### src/include/qut_pkg.sv
// Package for the quadrature up/down timer: register map, field positions, bus carriers
package qut_pkg;

  // Register indices; byte address is four times the index (paddr[9:2] holds the low byte)
  localparam logic [31:0] QUT_IDX_RUN_CTRL  = 32'h0FFFF58C;
  localparam logic [31:0] QUT_IDX_CAPCOMP   = 32'hFFFFF58A;
  localparam logic [31:0] QUT_IDX_UNIT_MODE = 32'hFFFFF58B;
  localparam logic [31:0] QUT_IDX_PRESCALER = 32'hFFFFF58E;
  localparam logic [31:0] QUT_IDX_STATUS    = 32'hFFFFF58F;
  localparam logic [31:0] QUT_IDX_COUNTER   = 32'hFFFFF580;
  localparam logic [31:0] QUT_IDX_CMP0      = 32'hFFFFF581;
  localparam logic [31:0] QUT_IDX_CMP1      = 32'hFFFFF582;
  localparam logic [31:0] QUT_IDX_CC0       = 32'hFFFFF584;
  localparam logic [31:0] QUT_IDX_CC1       = 32'hFFFFF585;

  localparam int QUT_ADDR_W = 12;

  // Run control fields
  localparam int QUT_RUN_BIT      = 6;
  localparam int QUT_RELOAD_BIT   = 3;
  localparam int QUT_MCLR_BIT     = 2;
  localparam int QUT_CLRSRC_HI    = 1;
  localparam int QUT_CLRSRC_LO    = 0;
  localparam logic [7:0] QUT_RUN_CTRL_MASK = 8'h4F;

  // Unit mode fields
  localparam int QUT_OPMODE_BIT   = 7;
  localparam int QUT_OUTEN_BIT    = 3;
  localparam int QUT_ACTLVL_BIT   = 2;
  localparam int QUT_SUBMODE_BIT  = 0;
  localparam logic [7:0] QUT_UNIT_MODE_MASK = 8'h8D;

  // Capture/compare mode fields
  localparam int QUT_CC1_MODE_BIT = 1;
  localparam int QUT_CC0_MODE_BIT = 0;
  localparam logic [7:0] QUT_CAPCOMP_MASK = 8'h03;

  localparam logic [7:0] QUT_PRESC_MASK = 8'h07;

  // Clear source codes
  localparam logic [1:0] QUT_CLR_PIN   = 2'h0;
  localparam logic [1:0] QUT_CLR_MATCH = 2'h1;
  localparam logic [1:0] QUT_CLR_BOTH  = 2'h2;
  localparam logic [1:0] QUT_CLR_NONE  = 2'h3;

  // Reset values and counter maximum
  localparam logic [15:0] QUT_COUNT_RST = 16'h0000;
  localparam logic [7:0]  QUT_CTRL_RST  = 8'h00;
  localparam logic [7:0]  QUT_PRESC_RST = 8'h07;
  localparam logic [15:0] QUT_CNT_MAX   = 16'hFFFF;

  // Pin vector positions
  localparam int QUT_PIN_PHASE = 0;
  localparam int QUT_PIN_DIR   = 1;
  localparam int QUT_PIN_CLR   = 2;

  typedef struct packed {
    logic                  psel;
    logic                  penable;
    logic                  pwrite;
    logic [QUT_ADDR_W-1:0] paddr;
    logic [31:0]           pwdata;
    logic [3:0]            pstrb;
  } qut_apb_req_t;

  typedef struct packed {
    logic [31:0] prdata;
    logic        pready;
    logic        pslverr;
  } qut_apb_rsp_t;

  typedef struct packed {
    logic [2:0]   sync1;
    logic [2:0]   sync2;
    logic [2:0]   sync3;
    logic [2:0]   pin_lvl;
    logic [2:0]   pin_prev;
    logic [7:0]   pcnt;
    logic [15:0]  count;
    logic [15:0]  cmp0;
    logic [15:0]  cmp1;
    logic [15:0]  cc0;
    logic [15:0]  cc1;
    logic [7:0]   run_ctrl;
    logic [7:0]   unit_mode;
    logic [7:0]   capcomp;
    logic [7:0]   presc;
    logic         udf;
    logic         ovf;
    logic         down;
    logic         out_pin;
    qut_apb_rsp_t rsp;
  } qut_state_t;

endpackage : qut_pkg

### src/logic/qut_timer.sv
// Quadrature up/down timer with general-purpose timer mode and APB register slave
//
// Implementation choice: register access over APB.
`timescale 1ns/1ns
`default_nettype none

module qut_timer (
  input  wire logic                 sys_clk,
  input  wire logic                 rst,
  input  wire qut_pkg::qut_apb_req_t apb_req,
  output var  qut_pkg::qut_apb_rsp_t apb_rsp,
  input  wire logic                 phase_input,
  input  wire logic                 direction_input,
  input  wire logic                 external_clear_input,
  output logic                      timer_output_pin
);
  import qut_pkg::*;

  qut_state_t st;
  qut_state_t next_st;

  logic        run;
  logic        enc_mode;
  logic        sub_b;
  logic        sub_a;
  logic [1:0]  clr_src;
  logic [2:0]  rise;
  logic [2:0]  chg;
  logic [2:0]  agree;
  logic [7:0]  div_mask;
  logic        tick;
  logic        step_up;
  logic        step_dn;
  logic        match_clr_up;
  logic        pin_clr_en;
  logic        acc;
  logic        done;
  logic        hit;
  logic [7:0]  idx;
  logic [31:0] rd_val;
  logic        lane0;
  logic        lane01;
  logic        ovf_set;
  logic        udf_set;

  always_comb begin
    next_st = st;

    run      = st.run_ctrl[QUT_RUN_BIT];
    enc_mode = st.unit_mode[QUT_OPMODE_BIT];
    sub_b    = enc_mode & st.unit_mode[QUT_SUBMODE_BIT];
    sub_a    = enc_mode & ~st.unit_mode[QUT_SUBMODE_BIT];
    clr_src  = st.run_ctrl[QUT_CLRSRC_HI:QUT_CLRSRC_LO];

    // Pins pass three flops; a level counts once the last two agree
    next_st.sync1 = {external_clear_input, direction_input, phase_input};
    next_st.sync2 = st.sync1;
    next_st.sync3 = st.sync2;
    agree         = ~(st.sync2 ^ st.sync3);
    next_st.pin_lvl  = (st.sync3 & agree) | (st.pin_lvl & ~agree);
    next_st.pin_prev = st.pin_lvl;
    rise = st.pin_lvl & ~st.pin_prev;
    chg  = st.pin_lvl ^ st.pin_prev;

    case (st.presc[2:0])
      3'h1:    div_mask = 8'h03;
      3'h2:    div_mask = 8'h07;
      3'h3:    div_mask = 8'h0F;
      3'h4:    div_mask = 8'h1F;
      3'h5:    div_mask = 8'h3F;
      3'h6:    div_mask = 8'h7F;
      3'h7:    div_mask = 8'hFF;
      default: div_mask = 8'h00;
    endcase
    next_st.pcnt = run ? 8'(st.pcnt + 8'h01) : 8'h00;
    tick = run & ~enc_mode & (div_mask != 8'h00) & ((st.pcnt & div_mask) == div_mask);

    // encoder stepping from phase and direction
    step_up = 1'b0;
    step_dn = 1'b0;
    if (!enc_mode) begin
      step_up = tick;
    end else if (run && st.presc[2]) begin
      case (st.presc[1:0])
        2'h0: begin
          step_dn = rise[QUT_PIN_PHASE] & st.pin_lvl[QUT_PIN_DIR];
          step_up = rise[QUT_PIN_PHASE] & ~st.pin_lvl[QUT_PIN_DIR];
        end
        2'h1: begin
          // Simultaneous edges on both pins cancel out
          step_up = rise[QUT_PIN_PHASE] & ~rise[QUT_PIN_DIR];
          step_dn = rise[QUT_PIN_DIR] & ~rise[QUT_PIN_PHASE];
        end
        2'h2: begin
          step_up = rise[QUT_PIN_PHASE] & st.pin_lvl[QUT_PIN_DIR];
          step_dn = rise[QUT_PIN_PHASE] & ~st.pin_lvl[QUT_PIN_DIR];
        end
        default: begin
          // Both edges of both pins; a double change is an illegal gray step and is dropped
          step_up = (chg[QUT_PIN_PHASE] ^ chg[QUT_PIN_DIR]) &
                    (st.pin_lvl[QUT_PIN_PHASE] ^ st.pin_prev[QUT_PIN_DIR]);
          step_dn = (chg[QUT_PIN_PHASE] ^ chg[QUT_PIN_DIR]) &
                    ~(st.pin_lvl[QUT_PIN_PHASE] ^ st.pin_prev[QUT_PIN_DIR]);
        end
      endcase
    end

    // APB slave: answer one cycle into the access phase, act on the completing edge
    acc    = apb_req.psel & apb_req.penable;
    done   = acc & st.rsp.pready;
    idx    = apb_req.paddr[9:2];
    lane0  = apb_req.pstrb[0];
    lane01 = &apb_req.pstrb[1:0];
    hit    = 1'b1;
    rd_val = 32'h0000_0000;
    if (apb_req.paddr[1:0] != 2'h0 || apb_req.paddr[QUT_ADDR_W-1:10] != '0) begin
      hit = 1'b0;
    end else begin
      case (idx)
        QUT_IDX_RUN_CTRL[7:0]:  rd_val = {24'h0, st.run_ctrl};
        QUT_IDX_CAPCOMP[7:0]:   rd_val = {24'h0, st.capcomp};
        QUT_IDX_UNIT_MODE[7:0]: rd_val = {24'h0, st.unit_mode};
        QUT_IDX_PRESCALER[7:0]: rd_val = {24'h0, st.presc};
        QUT_IDX_STATUS[7:0]:    rd_val = {29'h0, st.udf, st.ovf, st.down};
        // counter read is a direct snapshot, no read-side buffering
        QUT_IDX_COUNTER[7:0]:   rd_val = {16'h0, st.count};
        QUT_IDX_CMP0[7:0]:      rd_val = {16'h0, st.cmp0};
        QUT_IDX_CMP1[7:0]:      rd_val = {16'h0, st.cmp1};
        QUT_IDX_CC0[7:0]:       rd_val = {16'h0, st.cc0};
        QUT_IDX_CC1[7:0]:       rd_val = {16'h0, st.cc1};
        default:                hit = 1'b0;
      endcase
    end
    next_st.rsp.pready = acc & ~st.rsp.pready;
    if (acc && !st.rsp.pready) begin
      next_st.rsp.prdata  = apb_req.pwrite ? 32'h0000_0000 : rd_val;
      next_st.rsp.pslverr = ~hit;
    end

    if (done && apb_req.pwrite && hit) begin
      case (idx)
        // byte-wide control registers, reserved bits held at zero
        QUT_IDX_RUN_CTRL[7:0]: begin
          if (lane0) next_st.run_ctrl = apb_req.pwdata[7:0] & QUT_RUN_CTRL_MASK;
        end
        QUT_IDX_CAPCOMP[7:0]: begin
          if (lane0) next_st.capcomp = apb_req.pwdata[7:0] & QUT_CAPCOMP_MASK;
        end
        QUT_IDX_UNIT_MODE[7:0]: begin
          if (lane0) next_st.unit_mode = apb_req.pwdata[7:0] & QUT_UNIT_MODE_MASK;
        end
        QUT_IDX_PRESCALER[7:0]: begin
          if (lane0) next_st.presc = apb_req.pwdata[7:0] & QUT_PRESC_MASK;
        end
        // counter takes only a full 16-bit write, and only while the run bit is clear
        QUT_IDX_COUNTER[7:0]: begin
          if (lane01 && !run) next_st.count = apb_req.pwdata[15:0];
        end
        QUT_IDX_CMP0[7:0]: begin
          if (lane01) next_st.cmp0 = apb_req.pwdata[15:0];
        end
        QUT_IDX_CMP1[7:0]: begin
          if (lane01) next_st.cmp1 = apb_req.pwdata[15:0];
        end
        QUT_IDX_CC0[7:0]: begin
          if (lane01) next_st.cc0 = apb_req.pwdata[15:0];
        end
        QUT_IDX_CC1[7:0]: begin
          if (lane01) next_st.cc1 = apb_req.pwdata[15:0];
        end
        default: begin
        end
      endcase
    end

    // completed status read clears flags (a new wrap in the same cycle wins)
    if (done && !apb_req.pwrite && hit && idx == QUT_IDX_STATUS[7:0]) begin
      next_st.udf = 1'b0;
      next_st.ovf = 1'b0;
    end

    // sub-mode A match clear by source code
    // compare 0 match clear only on up steps
    // sub-mode B compare 0 clears upward
    match_clr_up = (~enc_mode & st.run_ctrl[QUT_MCLR_BIT]) |
                   (sub_a & (clr_src == QUT_CLR_MATCH || clr_src == QUT_CLR_BOTH)) |
                   sub_b;
    ovf_set = 1'b0;
    udf_set = 1'b0;
    if (step_up) begin
      if (match_clr_up && st.count == st.cmp0) begin
        next_st.count = QUT_COUNT_RST;
      end else begin
        next_st.count = 16'(st.count + 16'h0001);
        ovf_set = (st.count == QUT_CNT_MAX);
      end
    end else if (step_dn) begin
      // sub-mode B compare 1 clears downward
      if (sub_b && st.count == st.cmp1) begin
        next_st.count = QUT_COUNT_RST;
      end else if (st.count == QUT_COUNT_RST) begin
        udf_set = 1'b1;
        // reload from compare 0 on underflow in sub-mode A only
        if (sub_a && st.run_ctrl[QUT_RELOAD_BIT]) begin
          next_st.count = st.cmp0;
        end else begin
          next_st.count = QUT_CNT_MAX;
        end
      end else begin
        next_st.count = 16'(st.count - 16'h0001);
      end
    end

    // clear pin acts regardless of run bit
    // pin clear for source codes 00 and 10
    pin_clr_en = sub_a & (clr_src == QUT_CLR_PIN || clr_src == QUT_CLR_BOTH);
    if (pin_clr_en && rise[QUT_PIN_CLR]) begin
      next_st.count = QUT_COUNT_RST;
    end

    if (ovf_set) next_st.ovf = 1'b1;
    if (udf_set) next_st.udf = 1'b1;

    // Direction status: fixed up in timer mode
    if (!enc_mode) begin
      next_st.down = 1'b0;
    end else if (step_dn) begin
      next_st.down = 1'b1;
    end else if (step_up) begin
      next_st.down = 1'b0;
    end

    // capture only where the mode bit selects capture
    // direction pin captures only in timer mode
    if (!enc_mode && !st.capcomp[QUT_CC0_MODE_BIT] && rise[QUT_PIN_DIR]) begin
      next_st.cc0 = st.count;
    end
    // clear pin capture blocked while it clears in sub-mode A
    if (!st.capcomp[QUT_CC1_MODE_BIT] && !pin_clr_en && rise[QUT_PIN_CLR]) begin
      next_st.cc1 = st.count;
    end

    // output only in timer mode with output enabled
    // active level bit inverts the pin
    // PWM: active from zero until count reaches compare 1
    next_st.out_pin = st.unit_mode[QUT_ACTLVL_BIT] ^
                      (~enc_mode & st.unit_mode[QUT_OUTEN_BIT] & run & (st.count < st.cmp1));
  end

  always_ff @(posedge sys_clk) begin
    if (rst) begin
      st           <= '0;
      st.count     <= QUT_COUNT_RST;
      st.run_ctrl  <= QUT_CTRL_RST;
      st.unit_mode <= QUT_CTRL_RST;
      st.capcomp   <= QUT_CTRL_RST;
      st.presc     <= QUT_PRESC_RST;
    end else begin
      st <= next_st;
    end
  end

  assign apb_rsp          = st.rsp;
  assign timer_output_pin = st.out_pin;

endmodule : qut_timer

`default_nettype wire

### config.mk
export PLATFORM = sky130hd
export DESIGN_NAME = qut_timer
export DESIGN_NICKNAME = d
export VERILOG_FILES = /design/src/include/qut_pkg.sv /design/src/logic/qut_timer.sv
export SDC_FILE = /design/constraint.sdc
export NUM_CORES = 1
export LEC_CHECK = 0
export BUFFER_PORTS_ARGS = -buffer_cell sky130_fd_sc_hd__buf_2
export CAP_MARGIN = 20
export CORE_ASPECT_RATIO = 0.7
export CORE_MARGIN = 2
export CORE_UTILIZATION = 30
export CTS_CLUSTER_DIAMETER = 200
export CTS_CLUSTER_SIZE = 30
export DETAILED_ROUTE_END_ITERATION = 16
export PLACE_DENSITY = 0.53
export SLEW_MARGIN = 10
export SYNTH_ARGS = -nofsm -noshare
export SYNTH_HDL_FRONTEND = slang
export SYNTH_SLANG_ARGS = --single-unit
### constraint.sdc
create_clock -name sys_clk -period 2.76 [get_ports sys_clk]
set_input_delay 0.414 -clock sys_clk [delete_from_list [all_inputs] [get_ports sys_clk]]
set_output_delay 0.414 -clock sys_clk [all_outputs]
set_load 0.005 [all_outputs]
==> out/results.md, run 1 <==
| Metric | Reported | Unit |
|:---|:---|:---|
| Yosys Warn Count | 0 | - |
| Unrepaired setup endpoints after global routing | false | - |
| Effective utilization at floorplan | 0.303 | - |
| Total Routing Usage GR | 0.192 | - |
| Total I/O pin count | 91 | - |
| Number of max-slew violations in the final report | 0 | - |
| Global-route wire length before repair | 42.7 | mm |
| Post-Synthesis Cell Area | 8340 | sq um |
| Yosys reg bits | 139 | - |
| Delay of the slowest cell on the worst path | 630 | ps |
| Via count of the first global-routing pass | 6988 | - |
| Sequential group share of total power | 0.445 | - |
| Cell type of the slowest stage on the worst timing path | sky130_fd_sc_hd__or4_1 | - |
| Full die area | 29200 | sq um |
| Number of cell rows | 51 | - |
| Fraction of final layout cells with drive strength greater than 1 | 0.169 | - |
| Internal power | 3.36 | mW |
| Vert. Die Dim | 144 | um |
| Detailed-route wire length | 27.3 | mm |
| Fin Clk Skew | 9.17 | ps |
| Fmax | 391 | MHz |
| Worst slew slack as a fraction of its limit | 0.582 | - |
| Largest driver fanout on the critical path | 4 | - |
| Count of flip-flops with a built-in enable after synthesis | 0 | - |
| Type of the tightest min-delay check | in -> reg | - |
| Antenna Diode Count | 0 | - |
| Sw power | 1.17 | mW |
| Critical path buffer and inverter count | 1 | - |
| Data arrival at the endpoint of the critical path | 2920 | ps |
| HP Start | external_clear_input | - |
| Number of unique standard cell types used by synthesis | 74 | - |
| Maximum VDD drop | 0.000362 | V |
| Via total after detailed routing | 7705 | - |
| Reg-to-reg critical path startpoint | st[159] | - |
| Number of optimization iterations in the first detailed-route pass | 6 | - |
| Final count of hold timing violations | 0 | - |
| Total number of nets in the final design | 1182 | - |
| Status | completed | - |
| Top cell family by delay on the critical path | simple AND/OR/NAND/NOR gates | - |
| CTS H-tree depth | 4 | - |
| Post-DRT Antenna Nets | 0 | - |
| Routed len/inst | 18.4 | um |
| Antenna violations before repair | 0 | - |
| Cts bufs inserted | 17 | - |
| Cell with the most instances after synthesis | sky130_fd_sc_hd__dfxtp_1 | - |
| Number of clock sinks | 139 | - |
| Number of instances in the synthesized netlist | 1057 | - |
| Count of fill cells added during filler insertion | 2923 | - |
| Later-pin clock latency in the skew report | 430 | ps |
| Req. time, crit path | 3120 | ps |
| Number of failing setup endpoints in the final timing report | 0 | - |
| Instance area at placement | 9090 | sq um |
| Number of buffers on the longest clock path | 2 | - |
| Primary FF master, synth | sky130_fd_sc_hd__dfxtp_1 | - |
| Critical Path Source Type | register | - |
| Most common library cells after synthesis | sky130_fd_sc_hd__dfxtp_1 (139), sky130_fd_sc_hd__nand2_1 (135), sky130_fd_sc_hd__nor2_1 (122), sky130_fd_sc_hd__a21oi_1 (80), sky130_fd_sc_hd__o21ai_0 (60) | - |
| Switching power share of the total | 0.259 | - |
| Pwr/cell area | 467 | nW/um^2 |
| Period Utilization, post-route | 0.927 | - |
| Synth async-reset ratio | 0 | - |
| Area share of the leading cell type in the synthesized netlist | 0.334 | - |
| Width of the die | 203 | um |
| Clk Tree Root Cell | sky130_fd_sc_hd__clkbuf_16 | - |
| Sequential share of the synthesized area | 0.334 | - |
| Worst slew pin tran | 627 | ps |
| Gr ovfl total | 0 | - |
| Capture endpoint of the worst hold path | next_st[169] | - |
| Layout Area Growth over Synthesis | 16.4 | % |
| Min Tclk post-route | 2560 | ps |
| Critical Path End Type | register | - |
| Detailed-placement wirelength estimate | 19.9 | mm |
| Length in cells of the worst reg-to-reg path | 9 | - |
| Max-capacitance violation count | 0 | - |
| Startpoint of the worst setup timing path | st[159] | - |
| Buffers on Ports | 56 | - |
| Crit path kind | reg -> reg | - |
| Global placer's final weighted congestion | 0.909 | - |
| Number of DRC markers after the initial detailed-route iteration | 844 | - |
| Capture point of the worst reg-to-reg path | st[36] | - |
| Core area | 27600 | sq um |
| Power, Total | 4.54 | mW |
| Number of placed instances, taps included | 1452 | - |
| Dominant cell type by area after synthesis | sky130_fd_sc_hd__dfxtp_1 | - |
| Power share of the combinational group | 0.040 | - |
| Critical path cell sequence | inv_1 > ha_1 > xnor2_1 > nor4b_2 > a311o_2 > nand3_2 > or2_1 > or4_1 > a21oi_1 | - |
| Count of hold-fix buffers inserted at cts | 0 | - |
| Setup slack of the worst register-to-register path | 200 | ps |
| Post-Route Setup TNS | 0 | ps |
| Cells on Worst Hold Path | 2 | - |
| Vias/cell | 5.19 | - |
| Largest net degree at the start of global routing | 57 | - |
| Combined area of the multi-input logic cells | 4890 | sq um |
| Non-Filler Instances | 1486 | - |
| Proportion of power drawn by the clock network | 0.515 | - |
| Leakage dissipation | 3.80 | nW |
| Area contributors post-synth | sky130_fd_sc_hd__dfxtp_1 (33%), sky130_fd_sc_hd__nand2_1 (6.1%), sky130_fd_sc_hd__mux2i_1 (5.9%), sky130_fd_sc_hd__nor2_1 (5.5%), sky130_fd_sc_hd__a21oi_1 (4.8%) | - |
| TritonCTS clock tree | yes | - |
| Clk pin slew, worst setup/hold paths | 70 | ps |
| Total non-filler cell area in the finished layout | 9710 | sq um |
| Average size of a mapped cell | 7.89 | sq um |
| DRC viols | 0 | - |
| Storage element area | 2780 | sq um |
==> layer usage <==
metal / GRT usage / vias to the layer above / share of wire / wire length (um)
li1: - / 3786 / - / -
met1: 0.298 / 3605 / 0.50 / 13800
met5: 0 / - / 0 / 0
met3: 0.0467 / 16 / 0.095 / 2590
met4: 0.0369 / 0 / 0.0083 / 227
met2: 0.261 / 298 / 0.39 / 10700
==> cell families after synthesis <==
family / Yosys count / share of synthesized area
buf+inv: 147 / 0.0884
mux: 52 / 0.0642
simple gates: 397 / 0.234
compound gates: 261 / 0.206
xor+xnor: 36 / 0.0378
other cells: 1 / 0.000450
fa+ha+maj: 24 / 0.0360
flops: 139 / 0.334
==> cells in the final DEF, fill, tap and decap left out, types with 12 or more instances in the layout <==
cell type / instances
sky130_fd_sc_hd__dfxtp_1: 139
sky130_fd_sc_hd__nand2_1: 135
sky130_fd_sc_hd__nor2_1: 122
sky130_fd_sc_hd__a21oi_1: 80
sky130_fd_sc_hd__buf_4: 70
sky130_fd_sc_hd__o21ai_0: 60
sky130_fd_sc_hd__buf_2: 55
sky130_fd_sc_hd__mux2i_1: 49
sky130_fd_sc_hd__inv_1: 30
sky130_fd_sc_hd__o211ai_1: 25
sky130_fd_sc_hd__ha_1: 24
sky130_fd_sc_hd__nand3_1: 23
sky130_fd_sc_hd__xor2_1: 20
sky130_fd_sc_hd__nor2b_1: 19
sky130_fd_sc_hd__clkbuf_16: 17
sky130_fd_sc_hd__xnor2_1: 16
sky130_fd_sc_hd__conb_1: 16
sky130_fd_sc_hd__a211oi_1: 15
sky130_fd_sc_hd__a22oi_1: 15
sky130_fd_sc_hd__o311ai_0: 12
==> worst reg2reg max path, cell delays in order (launching register included) <==
cell and delay (ps):
sky130_fd_sc_hd__dfxtp_1 340, sky130_fd_sc_hd__inv_1 50, sky130_fd_sc_hd__ha_1 300, sky130_fd_sc_hd__xnor2_1 160, sky130_fd_sc_hd__nor4b_2 260, sky130_fd_sc_hd__a311o_2 180, sky130_fd_sc_hd__nand3_2 90, sky130_fd_sc_hd__or2_1 290
sky130_fd_sc_hd__or4_1 630, sky130_fd_sc_hd__a21oi_1 190
==> power by group through the flow <==
stage               registers (mW)  clock network [mW]  logic (mW)
finish                        2.02                2.34       0.181
global route                  2.02                2.49       0.196
CTS                           2.02                2.39       0.180
detailed placement            2.06                   0       0.179
global placement              2.06                   0       0.180
floorplan                     2.06                   0       0.106
==> sequential cells by signal, indices dropped and copies added, names as in the netlist, named ones only <==
name              cells
st                  107
enc_mode              1
timer_output_pin      1
clr_src               2
run                   1
next_st               6
apb_rsp              18
==> cell type report <==
cell class | count | share of cell area
inverter | 30 | 0.0116
clock inverter | 15 | 0.0177
multi-input combinational | 786 | 0.504
clock buffer | 17 | 0.0438
timing repair buffer | 128 | 0.0886
tap | 371 | 0.0478
sequential | 139 | 0.287
==> timing repair <==
item,4_1_cts,5_1_grt
buffers inserted,0,2
gates resized for setup,0,4
endpoints found under the setup margin,0,11
hold endpoints to repair,0,0
==> worst max path at each step <==
stage / to / slack (ps) / cells after the start
2_1_floorplan: st[146] / 400 / 10
3_3_place_gp: st[149] / 20 / 8
3_5_place_dp: st[147] / -20 / 8
4_1_cts: st[147] / 3 / 8
5_1_grt: st[138] / 60 / 8
6_report: st[36] / 200 / 9
==> stage by stage <==
| stage | setup WS [ps] | util | hold WS [ps] |
|---|---|---|---|
| global placement | 23.3 | 0.330 | 416 |
| floorplan | 400 | - | 414 |
| global route | 60.5 | 0.352 | 189 |
| finish | 201 | 0.352 | 200 |
| CTS | 2.72 | 0.352 | 184 |
| detailed placement | -16.0 | 0.330 | 425 |
(Power assumes the default switching activity.)
==> inputs of run 2 (changes only) <==
--- a/config.mk
+++ b/config.mk
@@ -10,7 +10,7 @@
 export CORE_ASPECT_RATIO = 0.7
 export CORE_MARGIN = 2
 export CORE_UTILIZATION = 30
-export CTS_CLUSTER_DIAMETER = 200
+export CTS_CLUSTER_DIAMETER = 120
 export CTS_CLUSTER_SIZE = 30
 export DETAILED_ROUTE_END_ITERATION = 16
 export PLACE_DENSITY = 0.53
==> constraint.sdc (replaced) <==
create_clock -name sys_clk -period 3.09 [get_ports sys_clk]
set_input_delay 0.4635 -clock sys_clk [delete_from_list [all_inputs] [get_ports sys_clk]]
set_output_delay 0.4635 -clock sys_clk [all_outputs]
set_load 0.005 [all_outputs]
==> run 2 against run 1 <==
  * Clock skew about the same
  * Wire length increased by 0.80%
  * Critical path depth did not move
  * Power down 12%
  * Highest routed layer unchanged
  * Via count grew 0.31%
  * Clock-buffer cell count did not move
==> out/results.md, run 2 (synthesis results as in run 1) <==
| Metric | Reported | Unit | Change |
|:---|:---|:---|:---|
| Clk Tree Root Cell | sky130_fd_sc_hd__clkbuf_16 | - |  |
| Total non-filler cell area in the finished layout | 9520 | sq um | -1.9% |
| Gr ovfl total | 0 | - | unchanged |
| Internal power | 2.98 | mW | -11% |
| Layout Area Growth over Synthesis | 14.2 | % |  |
| Number of optimization iterations in the first detailed-route pass | 5 | - | -1 |
| Later-pin clock latency in the skew report | 430 | ps | about the same |
| Core area | 27600 | sq um | unchanged |
| Largest Register | st | - |  |
| TritonCTS clock tree | yes | - |  |
| Vert. Die Dim | 144 | um | unchanged |
| Number of max-slew violations in the final report | 0 | - | unchanged |
| Final count of hold timing violations | 0 | - | unchanged |
| Number of buffers on the longest clock path | 2 | - | unchanged |
| Max-capacitance violation count | 0 | - | unchanged |
| Clk pin slew, worst setup/hold paths | 60 | ps | about the same |
| Number of clock sinks | 139 | - | unchanged |
| Post-Route Setup TNS | 0 | ps | unchanged |
| Startpoint of the worst setup timing path | st[159] | - |  |
| Global-route wire length before repair | 42.4 | mm | -0.74% |
| HP Start | phase_input | - |  |
| Maximum VDD drop | 0.000314 | V | -13% |
| Switching power share of the total | 0.257 | - | -0.00189 |
| Total number of nets in the final design | 1160 | - | -1.9% |
| Total I/O pin count | 91 | - | unchanged |
| Critical Path Source Type | register | - |  |
| Detailed-placement wirelength estimate | 19.7 | mm | -0.70% |
| Antenna violations before repair | 1 | - | +1 |
| Total Routing Usage GR | 0.191 | - | -0.000733 |
| Post-DRT Antenna Nets | 0 | - | unchanged |
| Instance area at placement | 8940 | sq um | -1.7% |
| Sequential group share of total power | 0.449 | - | +0.004 |
| Top library cells by usage in the layout, fill and taps aside | sky130_fd_sc_hd__dfxtp_1 (139), sky130_fd_sc_hd__nand2_1 (135), sky130_fd_sc_hd__nor2_1 (122) | - |  |
| Crit path kind | reg -> reg | - |  |
| Min Tclk post-route | 2840 | ps | +277 ps |
| Effective utilization at floorplan | 0.303 | - | unchanged |
| Worst slew pin tran | 926 | ps | +299 ps |
| Detailed-route wire length | 27.5 | mm | +0.80% |
| Number of flip-flops under the largest register name | 107 | - | unchanged |
| Critical Path End Type | register | - |  |
| Buffers on Ports | 56 | - | unchanged |
| Fmax | 353 | MHz | -9.8% |
| Cts bufs inserted | 17 | - | unchanged |
| Fraction of final layout cells with drive strength greater than 1 | 0.150 | - | -0.0186 |
| Type of the tightest min-delay check | in -> reg | - |  |
| Proportion of power drawn by the clock network | 0.511 | - | -0.004 |
| Worst slew slack as a fraction of its limit | 0.382 | - | -0.199 |
| Storage element area | 2780 | sq um | unchanged |
| Number of cell rows | 51 | - | unchanged |
| Number of failing setup endpoints in the final timing report | 0 | - | unchanged |
| Number of DRC markers after the initial detailed-route iteration | 793 | - | -6.0% |
| Width of the die | 203 | um | unchanged |
| Leakage dissipation | 3.68 | nW | -3.2% |
| Reg-to-reg critical path startpoint | st[159] | - |  |
| Number of buffers inserted to repair setup after CTS | 0 | - | unchanged |
| Post-cts repair resize count | 0 | - | unchanged |
| DRC viols | 0 | - | unchanged |
| Unrepaired setup endpoints after global routing | false | - |  |
| Vias/cell | 5.28 | - | +1.7% |
| Status | completed | - |  |
| Sw power | 1.03 | mW | -12% |
| CTS H-tree depth | 4 | - | unchanged |
| Fin Clk Skew | 9.09 | ps | -0.0794 ps |
| Routed len/inst | 18.8 | um | +2.2% |
| Via count of the first global-routing pass | 7069 | - | +1.2% |
| Count of fill cells added during filler insertion | 2928 | - | +0.17% |
| Count of hold-fix buffers inserted at cts | 0 | - | unchanged |
| Data arrival at the endpoint of the critical path | 3150 | ps | +230 ps |
| Period Utilization, post-route | 0.918 | - | -0.00936 |
| Global placer's final weighted congestion | 0.864 | - | -4.9% |
| Largest driver fanout on the critical path | 18 | - | +14 |
| Combined area of the multi-input logic cells | 4890 | sq um | -0.13% |
| Most common cell after layout, fill and taps aside | sky130_fd_sc_hd__dfxtp_1 | - |  |
| Largest net degree at the start of global routing | 84 | - | +47% |
| Pwr/cell area | 421 | nW/um^2 | -9.8% |
| Full die area | 29200 | sq um | unchanged |
| Req. time, crit path | 3410 | ps | +290 ps |
| Via total after detailed routing | 7729 | - | +0.31% |
| Power share of the combinational group | 0.039 | - | about the same |
## run 2: changes by cell type in the layout (fill, tap and decap cells not counted), sizes merged
cell and delta:
clkinv +1, buf -22, inv -1, diode +1
## run 2: cell type report
type,count,share of cell area
multi-input cells,786,0.513
flip-flops and latches,139,0.292
repair buffers,106,0.0731
well taps,371,0.0487
clock buffers,17,0.0447
clock inverters,15,0.0159
inverters,30,0.0118
diodes,1,0.000263
## run 2: metrics by stage
stage          std cells  hold WS (ps)  power, mW   util  setup slack [ps]
4_1_cts             1464           236       4.05  0.345               271
2_1_floorplan       1072           414       1.94      -               730
5_1_grt             1464           243       4.14  0.345              73.9
3_3_place_gp        1432           418       2.00  0.324               226
6_report            1465           247       4.01  0.345               254
3_5_place_dp        1432           423       2.00  0.324               187
## run 2: critical path: stages (launching register included)
cell	delay, ps
sky130_fd_sc_hd__dfxtp_1	350
sky130_fd_sc_hd__inv_1	50
sky130_fd_sc_hd__ha_1	300
sky130_fd_sc_hd__xnor2_1	230
sky130_fd_sc_hd__nor4b_2	80
sky130_fd_sc_hd__a311o_2	380
sky130_fd_sc_hd__a31oi_1	280
sky130_fd_sc_hd__nand2_2	320
sky130_fd_sc_hd__and2_1	440
sky130_fd_sc_hd__a32o_1	290
## run 2: final timing paths
path                  endpoint  slack [ps]  cells after the start
setup reg to reg       st[146]         250                      9
setup / recovery       st[146]         250                      9
hold reg to reg   next_st[164]         440                      1
hold / removal    next_st[167]         250                      2
## run 2: per-layer routing
| layer | track usage | up-vias | part of all wire |
|---|---|---|---|
| li1 | - | 3740 | - |
| met1 | 0.294 | 3656 | 0.50 |
| met2 | 0.261 | 305 | 0.39 |
| met3 | 0.0442 | 28 | 0.094 |
| met4 | 0.0492 | 0 | 0.012 |
| met5 | 0 | - | 0 |
## run 2: power groups by stage
stage	Clock [mW]	Combinational [mW]	Sequential, mW
2_1_floorplan	0	0.0943	1.84
3_3_place_gp	0	0.156	1.84
3_5_place_dp	0	0.156	1.84
4_1_cts	2.09	0.157	1.80
5_1_grt	2.17	0.171	1.80
6_report	2.05	0.158	1.80
==> inputs of run 3 (changes only) <==
==> constraint.sdc (replaced) <==
create_clock -name sys_clk -period 3.09 [get_ports sys_clk]
set_input_delay 0.1545 -clock sys_clk [delete_from_list [all_inputs] [get_ports sys_clk]]
set_output_delay 0.1545 -clock sys_clk [all_outputs]
set_load 0.005 [all_outputs]
==> run 3 against run 2 <==
  * Wire length is 0.46% lower
  * Critical endpoint is now st[138]
  * Utilization rose by 0.077 points
  * Clock skew up 0.54 ps
  * Final area up 0.22%
  * Highest routed layer unchanged
==> out/results.md, run 3 (synthesis results as in run 1) <==
| Metric | Reported | Unit | Change |
|:---|:---|:---|:---|
| Status | completed | - |  |
| Capture point of the worst reg-to-reg path | st[138] | - |  |
| Global-route wire length before repair | 42.4 | mm | about the same |
| Top cell family by delay on the critical path | simple AND/OR/NAND/NOR gates | - |  |
| Length in cells of the worst reg-to-reg path | 9 | - | unchanged |
| Critical Path End Type | register | - |  |
| Via total after detailed routing | 7747 | - | +0.23% |
| Most common cell after layout, fill and taps aside | sky130_fd_sc_hd__dfxtp_1 | - |  |
| Max-capacitance violation count | 0 | - | unchanged |
| Post-DRT Antenna Nets | 0 | - | unchanged |
| Fin Clk Skew | 9.63 | ps | +0.540 ps |
| Vias/cell | 5.29 | - | +0.30% |
| Buffers on Ports | 56 | - | unchanged |
| Type of the tightest min-delay check | in -> reg | - |  |
| Most used cell along the critical path | sky130_fd_sc_hd__o311ai_0 | - |  |
| Number of clock sinks | 139 | - | unchanged |
| Via count of the first global-routing pass | 6955 | - | -1.6% |
| Crit path kind | reg -> reg | - |  |
| Number of optimization iterations in the first detailed-route pass | 5 | - | unchanged |
| Detailed-placement wirelength estimate | 19.7 | mm | -0.36% |
| Capture endpoint of the worst hold path | st[115] | - |  |
| Data arrival at the endpoint of the critical path | 3180 | ps | +30 ps |
| Combined area of the multi-input logic cells | 4890 | sq um | unchanged |
| DRC viols | 0 | - | unchanged |
| TritonCTS clock tree | yes | - |  |
| Detailed-route wire length | 27.4 | mm | -0.46% |
| Fraction of final layout cells with drive strength greater than 1 | 0.146 | - | -0.00366 |
| Maximum VDD drop | 0.000315 | V | +0.40% |
| Gr ovfl total | 0 | - | unchanged |
| Req. time, crit path | 3410 | ps | about the same |
| Reg-to-reg critical path startpoint | st[144] | - |  |
| Worst slew pin tran | 706 | ps | -220 ps |
| Core area | 27600 | sq um | unchanged |
| Delay of the slowest cell on the worst path | 530 | ps | +90 ps |
| Layout Area Growth over Synthesis | 14.4 | % |  |
| Full die area | 29200 | sq um | unchanged |
| Width of the die | 203 | um | unchanged |
| Top library cells by usage in the layout, fill and taps aside | sky130_fd_sc_hd__dfxtp_1 (139), sky130_fd_sc_hd__nand2_1 (135), sky130_fd_sc_hd__nor2_1 (122) | - |  |
| Number of max-slew violations in the final report | 0 | - | unchanged |
| Final count of hold timing violations | 0 | - | unchanged |
| Number of flip-flops under the largest register name | 107 | - | unchanged |
| Largest Register | st | - |  |
| Critical path cell sequence | ha_1 > nand2_1 > or4_1 > nor3_1 > nor2_1 > buf_6 > o311ai_0 > o311ai_0 > a32o_1 | - |  |
| Non-Filler Instances | 1464 | - | -0.068% |
| Power share of the combinational group | 0.039 | - | about the same |
| Fmax | 350 | MHz | -0.74% |
| Power, Total | 4.06 | mW | +1.3% |
| Critical path buffer and inverter count | 1 | - | unchanged |
| Vert. Die Dim | 144 | um | unchanged |
| Cts bufs inserted | 17 | - | unchanged |
| Cells on Worst Hold Path | 3 | - | +1 |
| Pwr/cell area | 426 | nW/um^2 | +1.1% |
| Largest net degree at the start of global routing | 64 | - | -24% |
| Total Routing Usage GR | 0.190 | - | -0.00130 |
| Internal power | 3.00 | mW | +0.70% |
| Number of DRC markers after the initial detailed-route iteration | 918 | - | +16% |
| Critical Path Source Type | register | - |  |
| Effective utilization at floorplan | 0.303 | - | unchanged |
| Routed len/inst | 18.7 | um | -0.40% |
| Antenna Diode Count | 0 | - | -1 |
| Antenna violations before repair | 0 | - | -1 |
| Setup slack of the worst register-to-register path | 230 | ps | -20 ps |
| Worst slew slack as a fraction of its limit | 0.529 | - | +0.147 |
| Switching power share of the total | 0.261 | - | +0.00444 |
| Leakage dissipation | 3.68 | nW | +0.25% |
| Cell type of the slowest stage on the worst timing path | sky130_fd_sc_hd__or4_1 | - |  |
| Largest driver fanout on the critical path | 9 | - | -9 |
| Unrepaired setup endpoints after global routing | false | - |  |
| Total I/O pin count | 91 | - | unchanged |
| Number of buffers inserted to repair setup after CTS | 0 | - | unchanged |
| Sequential group share of total power | 0.444 | - | -0.005 |
| Clk Tree Root Cell | sky130_fd_sc_hd__clkbuf_16 | - |  |
| Global placer's final weighted congestion | 0.846 | - | -2.0% |
| Clk pin slew, worst setup/hold paths | 70 | ps | about the same |
| Sw power | 1.06 | mW | +3.1% |
| Core Util, Final | 0.346 | - | +0.000772 |
| Number of cell rows | 51 | - | unchanged |
| CTS H-tree depth | 4 | - | unchanged |
| Storage element area | 2780 | sq um | unchanged |
| Number of buffers on the longest clock path | 2 | - | unchanged |
| Number of placed instances, taps included | 1428 | - | -0.28% |
| HP Start | apb_req[17] | - |  |
| Proportion of power drawn by the clock network | 0.517 | - | +0.006 |
| Number of failing setup endpoints in the final timing report | 0 | - | unchanged |
| Count of fill cells added during filler insertion | 2914 | - | -0.48% |
| Later-pin clock latency in the skew report | 430 | ps | about the same |
| Min Tclk post-route | 2860 | ps | +21.3 ps |
| Total number of nets in the final design | 1160 | - | unchanged |
| Post-Route Setup TNS | 0 | ps | unchanged |
| Period Utilization, post-route | 0.925 | - | +0.00688 |
run 3: cell types whose count changed in the layout (fill, tap and decap cells not counted), moves of 2 or more:
cell	previous run	this run
sky130_fd_sc_hd__clkinvlp_4	3	1
sky130_fd_sc_hd__inv_6	8	6
sky130_fd_sc_hd__dlygate4sd3_1	0	4
sky130_fd_sc_hd__inv_8	1	3
sky130_fd_sc_hd__clkinv_8	0	2
sky130_fd_sc_hd__buf_4	48	44
run 3: power groups by stage:
stage          registers, mW  logic, mW  clock network (mW)
6_report                1.80      0.159                2.10
5_1_grt                 1.80      0.172                2.21
4_1_cts                 1.80      0.159                2.13
3_5_place_dp            1.84      0.155                   0
3_3_place_gp            1.84      0.154                   0
2_1_floorplan           1.84     0.0943                   0
run 3: what timing repair did:
action | in CTS | in global routing
resized for setup | 0 | 0
endpoints found under the hold margin | 5 | 0
hold buffers | 4 | 0
run 3: per-stage QoR:
stage	worst slack, ps	hold slack [ps]	cell area, sq um
6_report	232	15.4	9540
5_1_grt	72.2	14.3	9540
4_1_cts	304	7.31	9540
3_5_place_dp	325	371	8900
3_3_place_gp	178	369	8890
2_1_floorplan	730	283	8400
run 3: how the worst max path moves through the flow:
stage                 start      end  slack [ps]  cells after the start
floorplan           st[114]  st[146]         730                     10
global route        st[143]  st[140]          70                      9
detailed placement  st[144]  st[138]         320                      9
CTS                 st[144]  st[140]         300                      9
global placement    st[159]  st[141]         180                      9
finish              st[144]  st[138]         230                      9
run 3: worst register-to-register path, delay by kind of cell (launching register included):
family / cells / cell delay, ps
DFF: 1 / 440
AOI/OAI and AO/OA: 3 / 500
adders and majority gates: 1 / 360
and+or+nand+nor: 4 / 1220
buffers and inverters: 1 / 220
run 3: area by class of cell:
type | count | area share
sequential | 139 | 0.292
tap | 371 | 0.0486
clock inverter | 15 | 0.0182
clock buffer | 17 | 0.0446
inverter | 30 | 0.0118
timing repair buffer | 106 | 0.0730
multi-input combinational | 786 | 0.512
run 3: routing by layer:
layer / global-route usage / vias to the layer above / wire length, um
li1: - / 3736 / -
met2: 0.264 / 335 / 10900
met1: 0.293 / 3654 / 13800
met4: 0.0365 / 0 / 263
met5: 0 / - / 0
met3: 0.0424 / 22 / 2430
